### src/hdl/ums_pkg.sv
//==========================================================================
// Purpose: Constants and types for the modem and line status block
// Assumes: APB register access, one aligned 32-bit word per register
// Notes:   Summary of rules follows
//==========================================================================
// Summary of operation
// - Xon-any with unlock: any received character resumes
// - Loopback: carrier and ring follow control bits
// - Loopback: DSR follows DTR, CTS follows RTS
// - Immediate byte next, then request bit self-clears
// - Flow characters first; needs transmitter enabled
// - Select bit picks RTS/CTS or DTR/DSR flow
// - RTS bit drives active-low RTS pin
// - DTR bit drives active-low DTR pin
// - Errored receive entry raises line-status interrupt
// - Error summary set while errored entries remain
// - Transmitter empty when buffer and shifter empty
// - Transmit buffer empty flag tracks holding data
// - With buffer enabled, one break stored; indication holds until idle
// - Framing error tied to readable character
// - Parity error tied to readable character
// - Full buffer: set overrun, drop new character
// - Data ready while any character is held
// - Outside loopback, status shows inverted pins
// - Flow input high stops after current character
// - Carrier, DSR, CTS changes set delta flags
// - Ring delta only on ring pin rising
package ums_pkg;
   // Register byte offsets
   localparam logic [7:0] UMS_OFS_MODEM_CONTROL = 8'h00;
   localparam logic [7:0] UMS_OFS_LINE_STATUS   = 8'h04;
   localparam logic [7:0] UMS_OFS_MODEM_STATUS  = 8'h08;
   localparam logic [7:0] UMS_OFS_FEATURE       = 8'h0C;
   localparam logic [7:0] UMS_OFS_HOLDING       = 8'h10;
   // Modem control fields
   localparam int UMS_MC_DTR      = 0;
   localparam int UMS_MC_RTS      = 1;
   localparam int UMS_MC_FLOW_SEL = 2;
   localparam int UMS_MC_SEND_IMM = 3;
   localparam int UMS_MC_LOOP     = 4;
   localparam int UMS_MC_XON_ANY  = 5;
   // Feature register fields
   localparam int UMS_FT_UNLOCK   = 0;
   localparam int UMS_FT_AUTOFLOW = 1;
   localparam int UMS_FT_FIFO_EN  = 2;
   localparam int UMS_FT_LS_IE    = 3;
   localparam int UMS_FT_MS_IE    = 4;
   localparam int UMS_FT_TX_DIS   = 5;
   // Line status fields
   localparam int UMS_LS_DR   = 0;
   localparam int UMS_LS_OE   = 1;
   localparam int UMS_LS_PE   = 2;
   localparam int UMS_LS_FE   = 3;
   localparam int UMS_LS_BI   = 4;
   localparam int UMS_LS_THRE = 5;
   localparam int UMS_LS_TEMT = 6;
   localparam int UMS_LS_ERR  = 7;
   // Reset values
   localparam logic [7:0] UMS_RST_MODEM_CONTROL = 8'h00;
   localparam logic [5:0] UMS_RST_FEATURE       = 6'h00;
   // Receive depth default
   localparam int UMS_RX_DEPTH = 64;

   // One received character with its error tags
   typedef struct packed {
      logic       brk;
      logic       fe;
      logic       pe;
      logic [7:0] data;
   } ums_rx_char_type;

   // Modem input pins, all active low
   typedef struct packed {
      logic cd_n;
      logic ri_n;
      logic dsr_n;
      logic cts_n;
   } ums_modem_pins_type;

   // Transmit source selection
   typedef enum logic [1:0] {
      UMS_SRC_NONE,
      UMS_SRC_FLOW,
      UMS_SRC_IMM,
      UMS_SRC_FIFO
   } ums_src_type;
endpackage : ums_pkg

### src/hdl/ums_modem_line_status.sv
//==========================================================================
// Purpose: Modem control, line status and modem status for one channel
// Assumes: All inputs synchronous to pclk; zero-wait APB slave
// Notes:   Receive characters buffered here; transmit buffer is outside
//==========================================================================
//
// The implementer's own choices: the APB interface to the registers and the register addresses.
`timescale 1ns/100ps
module ums_modem_line_status #(
   parameter int DEPTH = ums_pkg::UMS_RX_DEPTH // Receive buffer depth
) (
   input  wire logic                        pclk,          // Clock
   input  wire logic                        presetn,       // Async reset
   input  wire logic                        psel,          // APB select
   input  wire logic                        penable,       // APB enable
   input  wire logic                        pwrite,        // APB write
   input  wire logic [7:0]                  paddr,         // APB address
   input  wire logic [31:0]                 pwdata,        // APB wdata
   output logic [31:0]                      prdata,        // APB rdata
   output logic                             pready,        // APB ready
   output logic                             pslverr,       // APB error
   input  wire ums_pkg::ums_modem_pins_type modem_pins,    // Modem inputs
   output logic                             rts_n,         // RTS pin
   output logic                             dtr_n,         // DTR pin
   input  wire logic                        rx_line,       // RX pin level
   input  wire logic                        rx_valid,      // Char done
   input  wire ums_pkg::ums_rx_char_type    rx_char,       // Char + tags
   input  wire logic                        tx_fifo_valid, // Buffer data
   input  wire logic [7:0]                  tx_fifo_data,  // Buffer head
   output logic                             tx_fifo_pop,   // Take head
   output logic                             tx_write,      // Holding wr
   output logic [7:0]                       tx_write_data, // Holding data
   input  wire logic                        flow_valid,    // Xon/Xoff due
   input  wire logic [7:0]                  flow_data,     // Flow char
   output logic                             flow_pop,      // Take flow
   input  wire logic                        xoff_halted,   // Soft halt
   output logic                             xon_resume,    // Any-char Xon
   input  wire logic                        tsr_idle,      // Shifter free
   output logic                             tsr_load,      // Load pulse
   output logic [7:0]                       tsr_data,      // Load byte
   output logic                             ls_irq,        // Line irq
   output logic                             ms_irq         // Modem irq
);
   import ums_pkg::*;

   localparam int CW = $clog2(DEPTH + 1);
   localparam int AW = (DEPTH > 1) ? $clog2(DEPTH) : 1;

   // Pointer advance with wrap
   function automatic logic [AW-1:0] ptr_inc(input logic [AW-1:0] p);
      ptr_inc = (p == AW'(DEPTH - 1)) ? '0 : p + AW'(1);
   endfunction : ptr_inc

   // Error tag of an entry
   function automatic logic has_err(input ums_rx_char_type c);
      has_err = c.pe | c.fe | c.brk;
   endfunction : has_err

   //=======================================================================
   // APB decode
   //=======================================================================
   logic       acc;
   logic       setup;
   logic       wr;
   logic       rd;
   logic       mapped;
   always_comb begin
      setup  = psel & ~penable;
      acc    = psel & penable;
      wr     = acc & pwrite;
      rd     = acc & ~pwrite;
      mapped = (paddr == UMS_OFS_MODEM_CONTROL) |
               (paddr == UMS_OFS_LINE_STATUS) |
               (paddr == UMS_OFS_MODEM_STATUS) |
               (paddr == UMS_OFS_FEATURE) |
               (paddr == UMS_OFS_HOLDING);
   end
   assign pready  = 1'b1;
   assign pslverr = acc & ~mapped;

   //=======================================================================
   // Control registers and send-immediate
   //=======================================================================
   logic [7:0] mc_ff,   nxt_mc;
   logic [5:0] ft_ff,   nxt_ft;
   logic       arm_ff,  nxt_arm;
   logic       imm_ff,  nxt_imm;
   logic [7:0] immd_ff, nxt_immd;
   logic       txw_ff,  nxt_txw;
   logic [7:0] txwd_ff, nxt_txwd;
   logic       loop;
   logic       tx_dis;
   logic       load_go;
   ums_src_type src;

   assign loop   = mc_ff[UMS_MC_LOOP];
   assign tx_dis = ft_ff[UMS_FT_TX_DIS];

   // Register writes and the armed holding write
   always_comb begin
      nxt_mc   = mc_ff;
      nxt_ft   = ft_ff;
      nxt_arm  = arm_ff;
      nxt_imm  = imm_ff;
      nxt_immd = immd_ff;
      nxt_txw  = 1'b0;
      nxt_txwd = txwd_ff;
      if (acc && arm_ff) begin
         nxt_arm = 1'b0;
         if (wr && paddr == UMS_OFS_HOLDING) begin
            nxt_imm  = 1'b1;
            nxt_immd = pwdata[7:0];
         end else begin
            nxt_mc[UMS_MC_SEND_IMM] = 1'b0;
         end
      end else if (wr && paddr == UMS_OFS_HOLDING) begin
         nxt_txw  = 1'b1;
         nxt_txwd = pwdata[7:0];
      end
      if (wr && paddr == UMS_OFS_MODEM_CONTROL) begin
         nxt_mc = pwdata[7:0];
         // Arm only outside loopback, transmitter enabled
         nxt_arm = pwdata[UMS_MC_SEND_IMM] & ~pwdata[UMS_MC_LOOP] &
                   ~tx_dis;
      end
      if (wr && paddr == UMS_OFS_FEATURE)
         nxt_ft = pwdata[5:0];
      // Self clear once the byte enters the shifter
      if (load_go && src == UMS_SRC_IMM) begin
         nxt_imm = 1'b0;
         nxt_mc[UMS_MC_SEND_IMM] = 1'b0;
      end
   end

   always_ff @(posedge pclk or negedge presetn) begin
      if (!presetn) begin
         mc_ff   <= UMS_RST_MODEM_CONTROL;
         ft_ff   <= UMS_RST_FEATURE;
         arm_ff  <= 1'b0;
         imm_ff  <= 1'b0;
         immd_ff <= 8'h00;
         txw_ff  <= 1'b0;
         txwd_ff <= 8'h00;
      end else begin
         mc_ff   <= nxt_mc;
         ft_ff   <= nxt_ft;
         arm_ff  <= nxt_arm;
         imm_ff  <= nxt_imm;
         immd_ff <= nxt_immd;
         txw_ff  <= nxt_txw;
         txwd_ff <= nxt_txwd;
      end
   end
   assign tx_write      = txw_ff;
   assign tx_write_data = txwd_ff;

   //=======================================================================
   // Transmit source arbitration and flow control
   //=======================================================================
   logic       hw_halt;
   logic       ld_ff,  nxt_ld;
   logic [7:0] ldd_ff, nxt_ldd;
   logic       rts_ff, nxt_rts;
   logic       dtr_ff, nxt_dtr;

   // Selected flow input, stop when high
   always_comb begin
      hw_halt = 1'b0;
      if (ft_ff[UMS_FT_AUTOFLOW])
         hw_halt = mc_ff[UMS_MC_FLOW_SEL] ? modem_pins.dsr_n
                                          : modem_pins.cts_n;
   end

   // Flow chars first, then immediate byte, then buffer
   always_comb begin
      src = UMS_SRC_NONE;
      if (flow_valid)
         src = UMS_SRC_FLOW;
      else if (imm_ff && !hw_halt)
         src = UMS_SRC_IMM;
      else if (tx_fifo_valid && !hw_halt && !xoff_halted)
         src = UMS_SRC_FIFO;
      // Loads only between characters, never while disabled
      load_go     = tsr_idle & ~ld_ff & ~tx_dis &
                    (src != UMS_SRC_NONE);
      flow_pop    = load_go & (src == UMS_SRC_FLOW);
      tx_fifo_pop = load_go & (src == UMS_SRC_FIFO);
      nxt_ld      = load_go;
      nxt_ldd     = ldd_ff;
      unique case (src)
         UMS_SRC_FLOW: nxt_ldd = flow_data;
         UMS_SRC_IMM:  nxt_ldd = immd_ff;
         UMS_SRC_FIFO: nxt_ldd = tx_fifo_data;
         UMS_SRC_NONE: nxt_ldd = ldd_ff;
      endcase
      if (!load_go)
         nxt_ldd = ldd_ff;
      nxt_rts = ~mc_ff[UMS_MC_RTS];
      nxt_dtr = ~mc_ff[UMS_MC_DTR];
   end

   always_ff @(posedge pclk or negedge presetn) begin
      if (!presetn) begin
         ld_ff  <= 1'b0;
         ldd_ff <= 8'h00;
         rts_ff <= 1'b1;
         dtr_ff <= 1'b1;
      end else begin
         ld_ff  <= nxt_ld;
         ldd_ff <= nxt_ldd;
         rts_ff <= nxt_rts;
         dtr_ff <= nxt_dtr;
      end
   end
   assign tsr_load = ld_ff;
   assign tsr_data = ldd_ff;
   assign rts_n    = rts_ff;
   assign dtr_n    = dtr_ff;

   //=======================================================================
   // Receive buffer and line status
   //=======================================================================
   ums_rx_char_type mem [DEPTH];
   logic [AW-1:0] wp_ff,  nxt_wp;
   logic [AW-1:0] rp_ff,  nxt_rp;
   logic [CW-1:0] cnt_ff, nxt_cnt;
   logic [CW-1:0] ecnt_ff, nxt_ecnt;
   logic          oe_ff,  nxt_oe;
   logic          bh_ff,  nxt_bh;
   logic          xr_ff,  nxt_xr;
   logic          full;
   logic          push;
   logic          pop;
   ums_rx_char_type top;
   logic [7:0]    ls_val;

   assign top = mem[rp_ff];

   // Push, pop, overrun and break hold
   always_comb begin
      full = ft_ff[UMS_FT_FIFO_EN] ? (cnt_ff == CW'(DEPTH))
                                   : (cnt_ff != '0);
      pop  = rd && paddr == UMS_OFS_HOLDING && cnt_ff != '0;
      // With buffer enabled, repeat breaks dropped while the line stays low
      push = rx_valid & ~(rx_char.brk & bh_ff) & (~full | pop);
      nxt_wp   = push ? ptr_inc(wp_ff) : wp_ff;
      nxt_rp   = pop  ? ptr_inc(rp_ff) : rp_ff;
      nxt_cnt  = cnt_ff + CW'(push) - CW'(pop);
      nxt_ecnt = ecnt_ff + CW'(push & has_err(rx_char))
                 - CW'(pop & has_err(top));
      nxt_oe   = oe_ff;
      if (rd && paddr == UMS_OFS_LINE_STATUS)
         nxt_oe = 1'b0;
      if (rx_valid && full && !pop)
         nxt_oe = 1'b1;
      nxt_bh = bh_ff;
      if (rx_line)
         nxt_bh = 1'b0;
      if (push && rx_char.brk && ft_ff[UMS_FT_FIFO_EN])
         nxt_bh = 1'b1;
      nxt_xr = rx_valid & mc_ff[UMS_MC_XON_ANY] &
               ft_ff[UMS_FT_UNLOCK];
   end

   always_ff @(posedge pclk) begin
      if (push)
         mem[wp_ff] <= rx_char;
   end

   always_ff @(posedge pclk or negedge presetn) begin
      if (!presetn) begin
         wp_ff   <= '0;
         rp_ff   <= '0;
         cnt_ff  <= '0;
         ecnt_ff <= '0;
         oe_ff   <= 1'b0;
         bh_ff   <= 1'b0;
         xr_ff   <= 1'b0;
      end else begin
         wp_ff   <= nxt_wp;
         rp_ff   <= nxt_rp;
         cnt_ff  <= nxt_cnt;
         ecnt_ff <= nxt_ecnt;
         oe_ff   <= nxt_oe;
         bh_ff   <= nxt_bh;
         xr_ff   <= nxt_xr;
      end
   end
   assign xon_resume = xr_ff;

   // Line status word
   always_comb begin
      ls_val = 8'h00;
      ls_val[UMS_LS_DR]   = cnt_ff != '0;
      ls_val[UMS_LS_OE]   = oe_ff;
      ls_val[UMS_LS_PE]   = (cnt_ff != '0) & top.pe;
      ls_val[UMS_LS_FE]   = (cnt_ff != '0) & top.fe;
      ls_val[UMS_LS_BI]   = ((cnt_ff != '0) & top.brk) | bh_ff;
      ls_val[UMS_LS_THRE] = ~tx_fifo_valid & ~imm_ff;
      ls_val[UMS_LS_TEMT] = ~tx_fifo_valid & ~imm_ff &
                            tsr_idle & ~ld_ff;
      ls_val[UMS_LS_ERR]  = ecnt_ff != '0;
   end

   //=======================================================================
   // Modem status and deltas
   //=======================================================================
   logic [3:0] ms_now;
   logic [3:0] prev_ff, nxt_prev;
   logic [3:0] dl_ff,   nxt_dl;
   logic       vld_ff;
   logic [7:0] ms_val;

   // Status bits order: cd, ri, dsr, cts
   always_comb begin
      if (loop)
         ms_now = {mc_ff[UMS_MC_SEND_IMM], mc_ff[UMS_MC_FLOW_SEL],
                   mc_ff[UMS_MC_DTR], mc_ff[UMS_MC_RTS]};
      else
         ms_now = ~{modem_pins.cd_n, modem_pins.ri_n,
                    modem_pins.dsr_n, modem_pins.cts_n};
      nxt_prev = ms_now;
      nxt_dl   = dl_ff;
      if (rd && paddr == UMS_OFS_MODEM_STATUS)
         nxt_dl = 4'h0;
      if (vld_ff) begin
         nxt_dl[3] = nxt_dl[3] | (ms_now[3] ^ prev_ff[3]);
         nxt_dl[2] = nxt_dl[2] | (prev_ff[2] & ~ms_now[2]);
         nxt_dl[1] = nxt_dl[1] | (ms_now[1] ^ prev_ff[1]);
         nxt_dl[0] = nxt_dl[0] | (ms_now[0] ^ prev_ff[0]);
      end
      ms_val = {ms_now, dl_ff};
   end

   always_ff @(posedge pclk or negedge presetn) begin
      if (!presetn) begin
         prev_ff <= 4'h0;
         dl_ff   <= 4'h0;
         vld_ff  <= 1'b0;
      end else begin
         prev_ff <= nxt_prev;
         dl_ff   <= nxt_dl;
         vld_ff  <= 1'b1;
      end
   end

   //=======================================================================
   // Read data and interrupt requests
   //=======================================================================
   logic [31:0] rdat_ff, nxt_rdat;
   logic        lsi_ff,  nxt_lsi;
   logic        msi_ff,  nxt_msi;
   always_comb begin
      nxt_rdat = rdat_ff;
      if (setup) begin
         unique case (paddr)
            UMS_OFS_MODEM_CONTROL: nxt_rdat = {24'h000000, mc_ff};
            UMS_OFS_LINE_STATUS:   nxt_rdat = {24'h000000, ls_val};
            UMS_OFS_MODEM_STATUS:  nxt_rdat = {24'h000000, ms_val};
            UMS_OFS_FEATURE:       nxt_rdat = {26'h0000000, ft_ff};
            UMS_OFS_HOLDING:       nxt_rdat = {24'h000000, top.data};
            default:               nxt_rdat = 32'h00000000;
         endcase
      end
      nxt_lsi = ft_ff[UMS_FT_LS_IE] &
                ((nxt_ecnt != '0) | nxt_oe);
      nxt_msi = ft_ff[UMS_FT_MS_IE] & (nxt_dl != 4'h0);
   end

   always_ff @(posedge pclk or negedge presetn) begin
      if (!presetn) begin
         rdat_ff <= 32'h00000000;
         lsi_ff  <= 1'b0;
         msi_ff  <= 1'b0;
      end else begin
         rdat_ff <= nxt_rdat;
         lsi_ff  <= nxt_lsi;
         msi_ff  <= nxt_msi;
      end
   end
   assign prdata = rdat_ff;
   assign ls_irq = lsi_ff;
   assign ms_irq = msi_ff;
endmodule : ums_modem_line_status

### config.mk
export PLATFORM = sky130hd
export DESIGN_NAME = ums_modem_line_status
export DESIGN_NICKNAME = d
export VERILOG_FILES = /design/src/hdl/ums_pkg.sv /design/src/hdl/ums_modem_line_status.sv
export SDC_FILE = /design/constraint.sdc
export NUM_CORES = 1
export LEC_CHECK = 0
export BUFFER_PORTS_ARGS = -buffer_cell sky130_fd_sc_hd__clkbuf_2
export CORE_MARGIN = 10
export CORE_UTILIZATION = 55
export CTS_CLUSTER_SIZE = 40
export DETAILED_ROUTE_END_ITERATION = 8
export PLACE_DENSITY = 0.81
export SYNTH_ARGS = -nofsm -noshare
export SYNTH_HDL_FRONTEND = slang
export SYNTH_SLANG_ARGS = --single-unit
### constraint.sdc
create_clock -name pclk -period 6.12 [get_ports pclk]
set_input_delay 0.612 -clock pclk [delete_from_list [all_inputs] [get_ports pclk]]
set_output_delay 0.612 -clock pclk [all_outputs]
set_load 0.01 [all_outputs]
# == After elaboration in Yosys (flattened, before gate mapping) ==
# Memories as Yosys holds them, arrays and structs flattened.
# Index checks and enable logic that the tools add are counted.
# word_totals
register_bits,116
latchBits,0
ram_bits,704
romBits,0
n_memories,1
# op_classes
add_sub_neg,6
mul,0
div,0
magnitude_cmp,0
n_eq_ne,11
shifts,0
muxes,30
bitwise,62
n_reduce_logical,36
# memory_table
memory,depth,word_bits,read_ports,rd_ports_with_merged_regs,wr,line_no,text
mem,64,11,1,0,1,ums_modem_line_status.sv:223,ums_rx_char_type mem [DEPTH];
# ops
operator,n
case mux 8 bit (5 select lines),1
bitwise AND 1 bit,28
case mux 8 bit (3 select lines),1
nonzero test 7 bit,3
2-to-1 mux 1 bit,19
"equality test 8 x 4 -> 1 bit, second input constant",2
logical AND 1 bit,16
2-to-1 mux 4 bit,4
NOT 1 bit,15
OR 1 bit,15
adder 7 x 1 -> 7 bit,2
subtractor 7 x 1 -> 7 bit,2
"adder 6 x 1 -> 6 bit, second input constant",2
"equality test 6 bit, second input constant",2
2-to-1 mux 6 bit,2
AND reduction 2 bit,5
nonzero test 2 bit,5
"equality test 8 x 3 -> 1 bit, second input constant",1
"equality test 8 x 5 -> 1 bit, second input constant",1
logical NOT 8 bit,1
"equality test 7 bit, second input constant",1
2-to-1 mux 2 bit,3
"equality test 2 bit, second input constant",2
NOT 4 bit,1
7 further kinds,11

# == Logic depth before layout (Yosys ltp) ==
# Gate-level depths: netlist (run 1).
# depth
ltp_word,13
depth_mapped,21

# == Worst setup path before layout (run 1) ==
# OpenSTA, ideal clock, no wires.
# synth_timing
kind,reg2reg
start,reg rp_ff[0]
end,"reg lsi_ff, in the netlist ls_irq"
arrival_time_ps,4226
t_required_ps,5996
path_slack_ps,1770
path_stages_with_launch,21
path_buffers,3
path_cell_list,dfrtp_1 > buf_6 > buf_4 > buf_2 > mux4_2 > a22oi_1 > nand3_1 > nand4_1 > nand2_1 > o21a_1 > ha_1 > inv_1 > ha_1 > inv_1 > fa_1 > nand2b_1 > a21oi_1 > nor2_1 > xnor2_1 > or4b_1 > o31a_1
# synth_via
elab_chain_len,8
# synth_lines
item,line_no,text
"start, declared",ums_modem_line_status.sv:225,"logic [AW-1:0] rp_ff, nxt_rp;"
"start signal, assigned",ums_modem_line_status.sv:281,rp_ff <= nxt_rp;
memory (64 x 11 bit) *,-,
OR 1 bit,ums_modem_line_status.sv:56,has_err = c.pe | c.fe | c.brk;
OR 1 bit *,ums_modem_line_status.sv:56,
bitwise AND 1 bit *,ums_modem_line_status.sv:250,- CW'(pop & has_err(top));
subtractor 7 x 1 -> 7 bit *,ums_modem_line_status.sv:250,
named net nxt_ecnt[4],ums_modem_line_status.sv:227,"logic [CW-1:0] ecnt_ff, nxt_ecnt;"
nonzero test 7 bit *,ums_modem_line_status.sv:366,((nxt_ecnt != '0) | nxt_oe);
OR 1 bit *,ums_modem_line_status.sv:366,
bitwise AND 1 bit *,ums_modem_line_status.sv:365,nxt_lsi = ft_ff[UMS_FT_LS_IE] &
named net nxt_lsi,ums_modem_line_status.sv:351,"logic lsi_ff, nxt_lsi;"
"end signal, assigned",ums_modem_line_status.sv:377,lsi_ff <= nxt_lsi;
"end, declared",ums_modem_line_status.sv:351,
# Mark *: on every way through the listed nets, which the timed path passes. The rest lies on a longest branch.
# A chain may end at the register's enable or synchronous reset.

# == Worst setup path after layout (run 1) ==
# Ends and elaborated chain as after synthesis.

==> flow_metrics.tcl, run 1 <==
set metrics [dict create \
    die_area_mm2 0.06860 \
    gr-total-overflow 0 \
    cts_tree "done" \
    rsz0062_at_grt "no" \
    ir_drop_mv 0.2751 \
    drcViolationCount 0 \
    fmax_mhz 187.3 \
    timing.critical_path.fanout_max 37 \
    dp.final_hpwl_um 47520 \
    synth.yosys.seq_area_share 0.7283 \
    syn_to_final_growth_pct 11.91 \
    fin_ws_ps 780.4 \
    grt_pass1_vias 17210 \
    finalSetupViolations 0 \
    start_util 0.5569 \
    synth_area_leaders "edfxtp_1 (66%), mux4_2 (13%), dfrtp_1 (7.0%), mux2_2 (1.4%), mux2i_1 (1.2%)" \
    avgSynthCellArea_um2 19.09 \
    synthArstFlopShare 0.1156 \
    fillCellCount 3816 \
    synth-seq-cells 796 \
    r2r-start "rp_ff[0]" \
    clock_skew_ps 32.17 \
    grt_pass1_wl_um 115200 \
    holdWs_ps 242.8 \
    drtAntennaViolNets 0 \
    crit_arrival_ps 5830 \
    start_kind "flop" \
    power_density_mw_per_mm2 320.3 \
    htree_num_levels 3 \
    dp_slack_ps 922.3 \
    synth-main-ff-cell "edfxtp_1" \
    drive_above_1_share 0.2648 \
    postCtsSetupBuffers 0 \
    num_rows 88 \
    synth_cell_types 84 \
    place_congestion 0.9118 \
    tightest_slew_ps 1278 \
    yosys_warnings 0 \
    worstSetupStartpoint "rp_ff[0]" \
    core-area_mm2 0.05781 \
    clockBufferDepth 3 \
    cts_root_buffer "clkbuf_16" \
    crit_slowest_cell "dfrtp_4" \
    cts_made_buffers 78 \
    status "finished, final reports clean" \
    critPathMaxStageDelay_ps 920 \
    clkSinkCount 796 \
    nets 1926 \
    hold_violations 0 \
    min_from "rx_line" \
    hp-class "in2reg" \
    io-pin-count 141 \
    path_cells "buf_4, mux4_2, nand2_1, o21ai_0, nor3_1, a211oi_1, o21a_1, ha_1, inv_1, ha_1, inv_1, fa_1, nand2b_1, a21oi_1, nor2_1, xnor2_1, or4b_1, o31a_1" \
    antenna_cells 0 \
    cts.clk_slew.worst_paths_ps 60 \
    yosysTopAreaCellShare 0.6567 \
    cp.buffers_inverters 3 \
    crit_type "reg2reg" \
    syn_area_mm2 0.03219 \
    die_h_um 261.9 \
    synth_cells 1686 \
    path_delay_family "simple AND/OR/NAND/NOR gates" \
    io_buffer_count 91 \
    power_leakage_nw 11.83 \
    finalCritPeriodShare 0.8725 \
    required_ps 6610 \
    end_kind "flop" \
    dieWidth_um 261.9 \
    place.detailed.instances 2506 \
    grt_max_degree 65 \
    slew_viol_final 0 \
    wl_per_cell_um 29.35 \
    finalCriticalPeriod_ps 5340 \
    drt_iter0_drc 1950 \
    synth_top_area_cell "edfxtp_1" \
    vias_per_cell 6.451 \
    power_mw 11.54 \
    fin_cells 2646 \
    clk_latency_ps 630 \
    dr.pass1.iters 6 \
    relSlewSlack 0.1449 \
    synth_edf_count 704 \
    setup_tns_ps 0 \
    track_usage 0.2294 \
    vias 17070 \
    wl_um 77660 \
    antenna_found_initial 2 \
    drv_cap 0 \
]
==> cells by family after synthesis <==
| family | share of synthesized area |
|---|---|
| compound gates | 0.03903 |
| buf+inv | 0.02445 |
| mux | 0.1534 |
| flops | 0.7283 |
| xor+xnor | 0.005170 |
| other cells | 0.0002333 |
| fa+ha+maj | 0.009018 |
| simple gates | 0.04035 |
==> synth_stat cells (4+ instances only) <==
cell type,instances
a2111oi_0,5
a211oi_1,10
a21oi_1,29
a221oi_1,5
a22o_1,7
a22oi_1,29
and2_1,6
and3_1,5
buf_1,11
buf_2,27
buf_4,35
buf_6,7
clkbuf_1,34
dfrtp_1,90
edfxtp_1,704
ha_1,20
inv_1,35
mux2_1,4
mux2_2,41
mux2i_1,40
mux4_2,179
nand2_1,50
nand2b_1,8
nand3_1,19
nand3b_1,5
nand4_1,5
nand4b_1,4
nor2_1,95
nor2b_1,12
nor3_1,12
nor4_2,4
o211ai_1,4
o21a_1,5
o21ai_0,23
o221ai_1,5
o22ai_1,19
o31ai_1,5
or3_1,4
xnor2_1,11
xor2_1,8
==> flip-flops by register name, indices dropped and copies added, names as in the netlist, 6 cells and up <==
name           flops
cnt_ff             7
ecnt_ff            7
ft_ff              6
immd_ff            8
mc_ff              8
mem              704
prdata             8
rp_ff              6
tsr_data           8
tx_write_data      8
wp_ff              6
==> path summary, 6_finish.rpt <==
kind	to	slack [ps]	cells past startpoint
setup / recovery	ls_irq	780	18
hold / removal	bh_ff	240	2
setup reg to reg	ls_irq	780	18
hold reg to reg	rts_n	420	1
max in group asynchronous	tsr_data[4]	4520	3
min in group asynchronous	wp_ff[2]	530	2
==> cells in the final DEF (no fill, tap or decap), types with 29 or more instances in the layout <==
cell         n
inv_1       35
nand2_1     50
clkbuf_2    90
buf_4       50
a21oi_1     29
clkbuf_16   78
edfxtp_1   704
nor2_1      95
dfrtp_1     86
a22oi_1     29
mux2i_1     40
mux4_2     179
mux2_2      41
==> routing by layer <==
metal | track usage | wire length [um]
met5 | 0 | 37
met4 | 0.06768 | 2387
met3 | 0.06225 | 8900
met2 | 0.3654 | 37360
met1 | 0.3088 | 28970
==> layout make-up <==
| type | instances | area, um2 | area share |
|---|---|---|---|
| Tap cell | 765 | 957.2 | 0.02657 |
| Clock buffer | 95 | 2016 | 0.05596 |
| Clock inverter | 44 | 469.2 | 0.01303 |
| Timing Repair Buffer | 146 | 935.9 | 0.02598 |
| Multi-Input combinational cell | 763 | 8048 | 0.2234 |
| Inverter | 37 | 141.4 | 0.003925 |
| Sequential cell | 796 | 23460 | 0.6511 |
==> what timing repair did <==
action | CTS | global route
hold buffers | 1 | 0
resized for setup | 0 | 0
endpoints found under the hold margin | 39 | 0
==> per-stage QoR <==
step | instance area, um2 | utilization
after floorplan | 32280 | -
after global placement | 33530 | 0.5800
after detailed placement | 33530 | 0.5800
after CTS | 36020 | 0.6232
after global routing | 36020 | 0.6232
final | 36020 | 0.6232
==> power by group <==
part,internal [mW],leakage (nW),switching [mW]
Sequential,6.00,7.49,0.0760
Clock,2.73,1.22,1.99
Combinational,0.292,3.12,0.438
Power figures use the tool's default switching activity.
==> run 2: changes to the inputs <==
- RECOVER_POWER: not set -> 100
==> flow_metrics.tcl, run 2 (same netlist as run 1, synthesis figures left out) <==
set metrics [dict create \
    status "finished, violations left" \
    violations "capacitance limit, slew limit" \
    largest_reg_flops 704 \
    cts.clk_slew.worst_paths_ps 60 \
    path_cells "clkbuf_1, mux4_2, mux2i_1, nand3_1, o211ai_1, a211oi_1, o21a_1, ha_1, inv_1, ha_1, inv_1, fa_1, nand2b_1, a21oi_1, nor2_1, xnor2_1, or4b_1, o31a_1" \
    drcViolationCount 0 \
    io_buffer_count 91 \
    place.detailed.instances 2506 \
    start_kind "flop" \
    slew_viol_final 850 \
    drive_above_1_share 0.2259 \
    drv_cap 15 \
    setup_tns_ps 0 \
    fin_util 0.6201 \
    grt_pass1_vias 17210 \
    finalSetupViolations 0 \
    power_density_mw_per_mm2 321.8 \
    clock_skew_ps 30.54 \
    cts_resized 0 \
    most-common-layout-cells "edfxtp_1 (704), mux4_2 (179), nor2_1 (96)" \
    ir_drop_mv 0.2799 \
    fin_ws_ps 653.6 \
    die_area_mm2 0.06860 \
    grt_max_degree 65 \
    top_register "mem" \
    cts_root_buffer "clkbuf_16" \
    gr-total-overflow 0 \
    pwr-share-comb 0.062 \
    cts_made_buffers 78 \
    dieWidth_um 261.9 \
    design_area_mm2 0.03585 \
    syn_to_final_growth_pct 11.36 \
    wl_um 77750 \
    grt_pass1_wl_um 115200 \
    p_sw_mw 2.506 \
    fillCellCount 3869 \
    swShare 0.2172 \
    path_delay_family "compound AO/OA/AOI/OAI gates" \
    end_kind "flop" \
    core-area_mm2 0.05781 \
    crit_arrival_ps 5960 \
    finalCritPeriodShare 0.8932 \
    fin_cells 2646 \
    cp.buffers_inverters 3 \
    io-pin-count 141 \
    dp_slack_ps 922.3 \
    critPathMaxStageDelay_ps 930 \
    required_ps 6610 \
    p_int_mw 9.031 \
    cts_tree "done" \
    nets 1926 \
    clk_latency_ps 630 \
    power_frac_seq 0.528 \
    fmax_mhz 182.9 \
    wl_per_cell_um 29.38 \
    die_h_um 261.9 \
    layout_commonest_cell "edfxtp_1" \
    htree_num_levels 3 \
    dp.final_hpwl_um 47520 \
    crit_type "reg2reg" \
    track_usage 0.2294 \
    rsz0062_at_grt "no" \
    start_util 0.5569 \
    vias_per_cell 6.435 \
    clkPwrFrac 0.410 \
    tightest_slew_ps 3451 \
    vias 17030 \
    finalCriticalPeriod_ps 5466 \
    reg2reg_slack_ps 650 \
    relSlewSlack -1.301 \
    placed_cell_area_mm2 0.03353 \
    antenna_found_initial 2 \
    clkSinkCount 796 \
    crit_slowest_cell "dfrtp_4" \
    holdWs_ps 238.2 \
    power_mw 11.54 \
    antenna_cells 0 \
    timing.critical_path.fanout_max 37 \
    clockBufferDepth 3 \
    place_congestion 0.9118 \
    power_leakage_nw 11.61 \
    hold_violations 0 \
    drt_iter0_drc 1956 \
    dr.pass1.iters 7 \
    hp-class "in2reg" \
    num_rows 88 \
    drtAntennaViolNets 0 \
]
run 2: cell count changes in the layout (fill, tap and decap cells not counted), sizes merged:
cell	delta
inv	-1
buf	-22
clkbuf	+22
clkinvlp	+1
run 2: metal layers:
metal,global-route usage,routed length [um],part of all wire,up-vias
li1,-,-,-,7036
met2,0.3654,37270,0.48,1089
met1,0.3088,28760,0.37,8718
met4,0.06768,2410,0.031,4
met3,0.06225,9293,0.12,180
met5,0,23,0.00030,-
run 2: worst register-to-register path, delay by kind of cell, from the launching register on:
family,cells,cell delay (ps)
compound gates,5,1500
xor+xnor,1,130
fa+ha+maj,3,790
buf+inv,3,590
flops,1,930
mux,2,470
simple gates,4,920
run 2: final timing paths:
path / start / end / cells past startpoint
worst max-delay path: rp_ff[0] / ls_irq / 18
worst min-delay path: rx_line / bh_ff / 2
worst max register to register: rp_ff[0] / ls_irq / 18
worst min register to register: mc_ff[1] / rts_n / 1
max in group asynchronous: presetn / tsr_data[4] / 3
min in group asynchronous: presetn / wp_ff[4] / 2
run 2: power groups by stage:
stage	sequential, mW	clock, mW	combinational (mW)
4_1_cts	6.08	4.78	0.733
3_5_place_dp	6.19	0	0.727
2_1_floorplan	6.17	0	0.489
3_3_place_gp	6.18	0	0.688
5_1_grt	6.10	4.98	0.803
6_report	6.09	4.73	0.718
run 2: final cells by class:
| cell class | instances | area (um2) | share of cell area |
|---|---|---|---|
| clock buffer | 95 | 2016 | 0.05623 |
| sequential | 796 | 23460 | 0.6543 |
| tap | 765 | 957.2 | 0.02670 |
| clock inverter | 44 | 469.2 | 0.01309 |
| timing repair buffer | 146 | 805.8 | 0.02248 |
| inverter | 37 | 140.1 | 0.003909 |
| multi-input combinational | 763 | 8004 | 0.2233 |
run 2: timing repair:
action | CTS | global route
endpoints found under the hold margin | 39 | 0
setup buffers | 0 | 0
hold buffers | 1 | 0
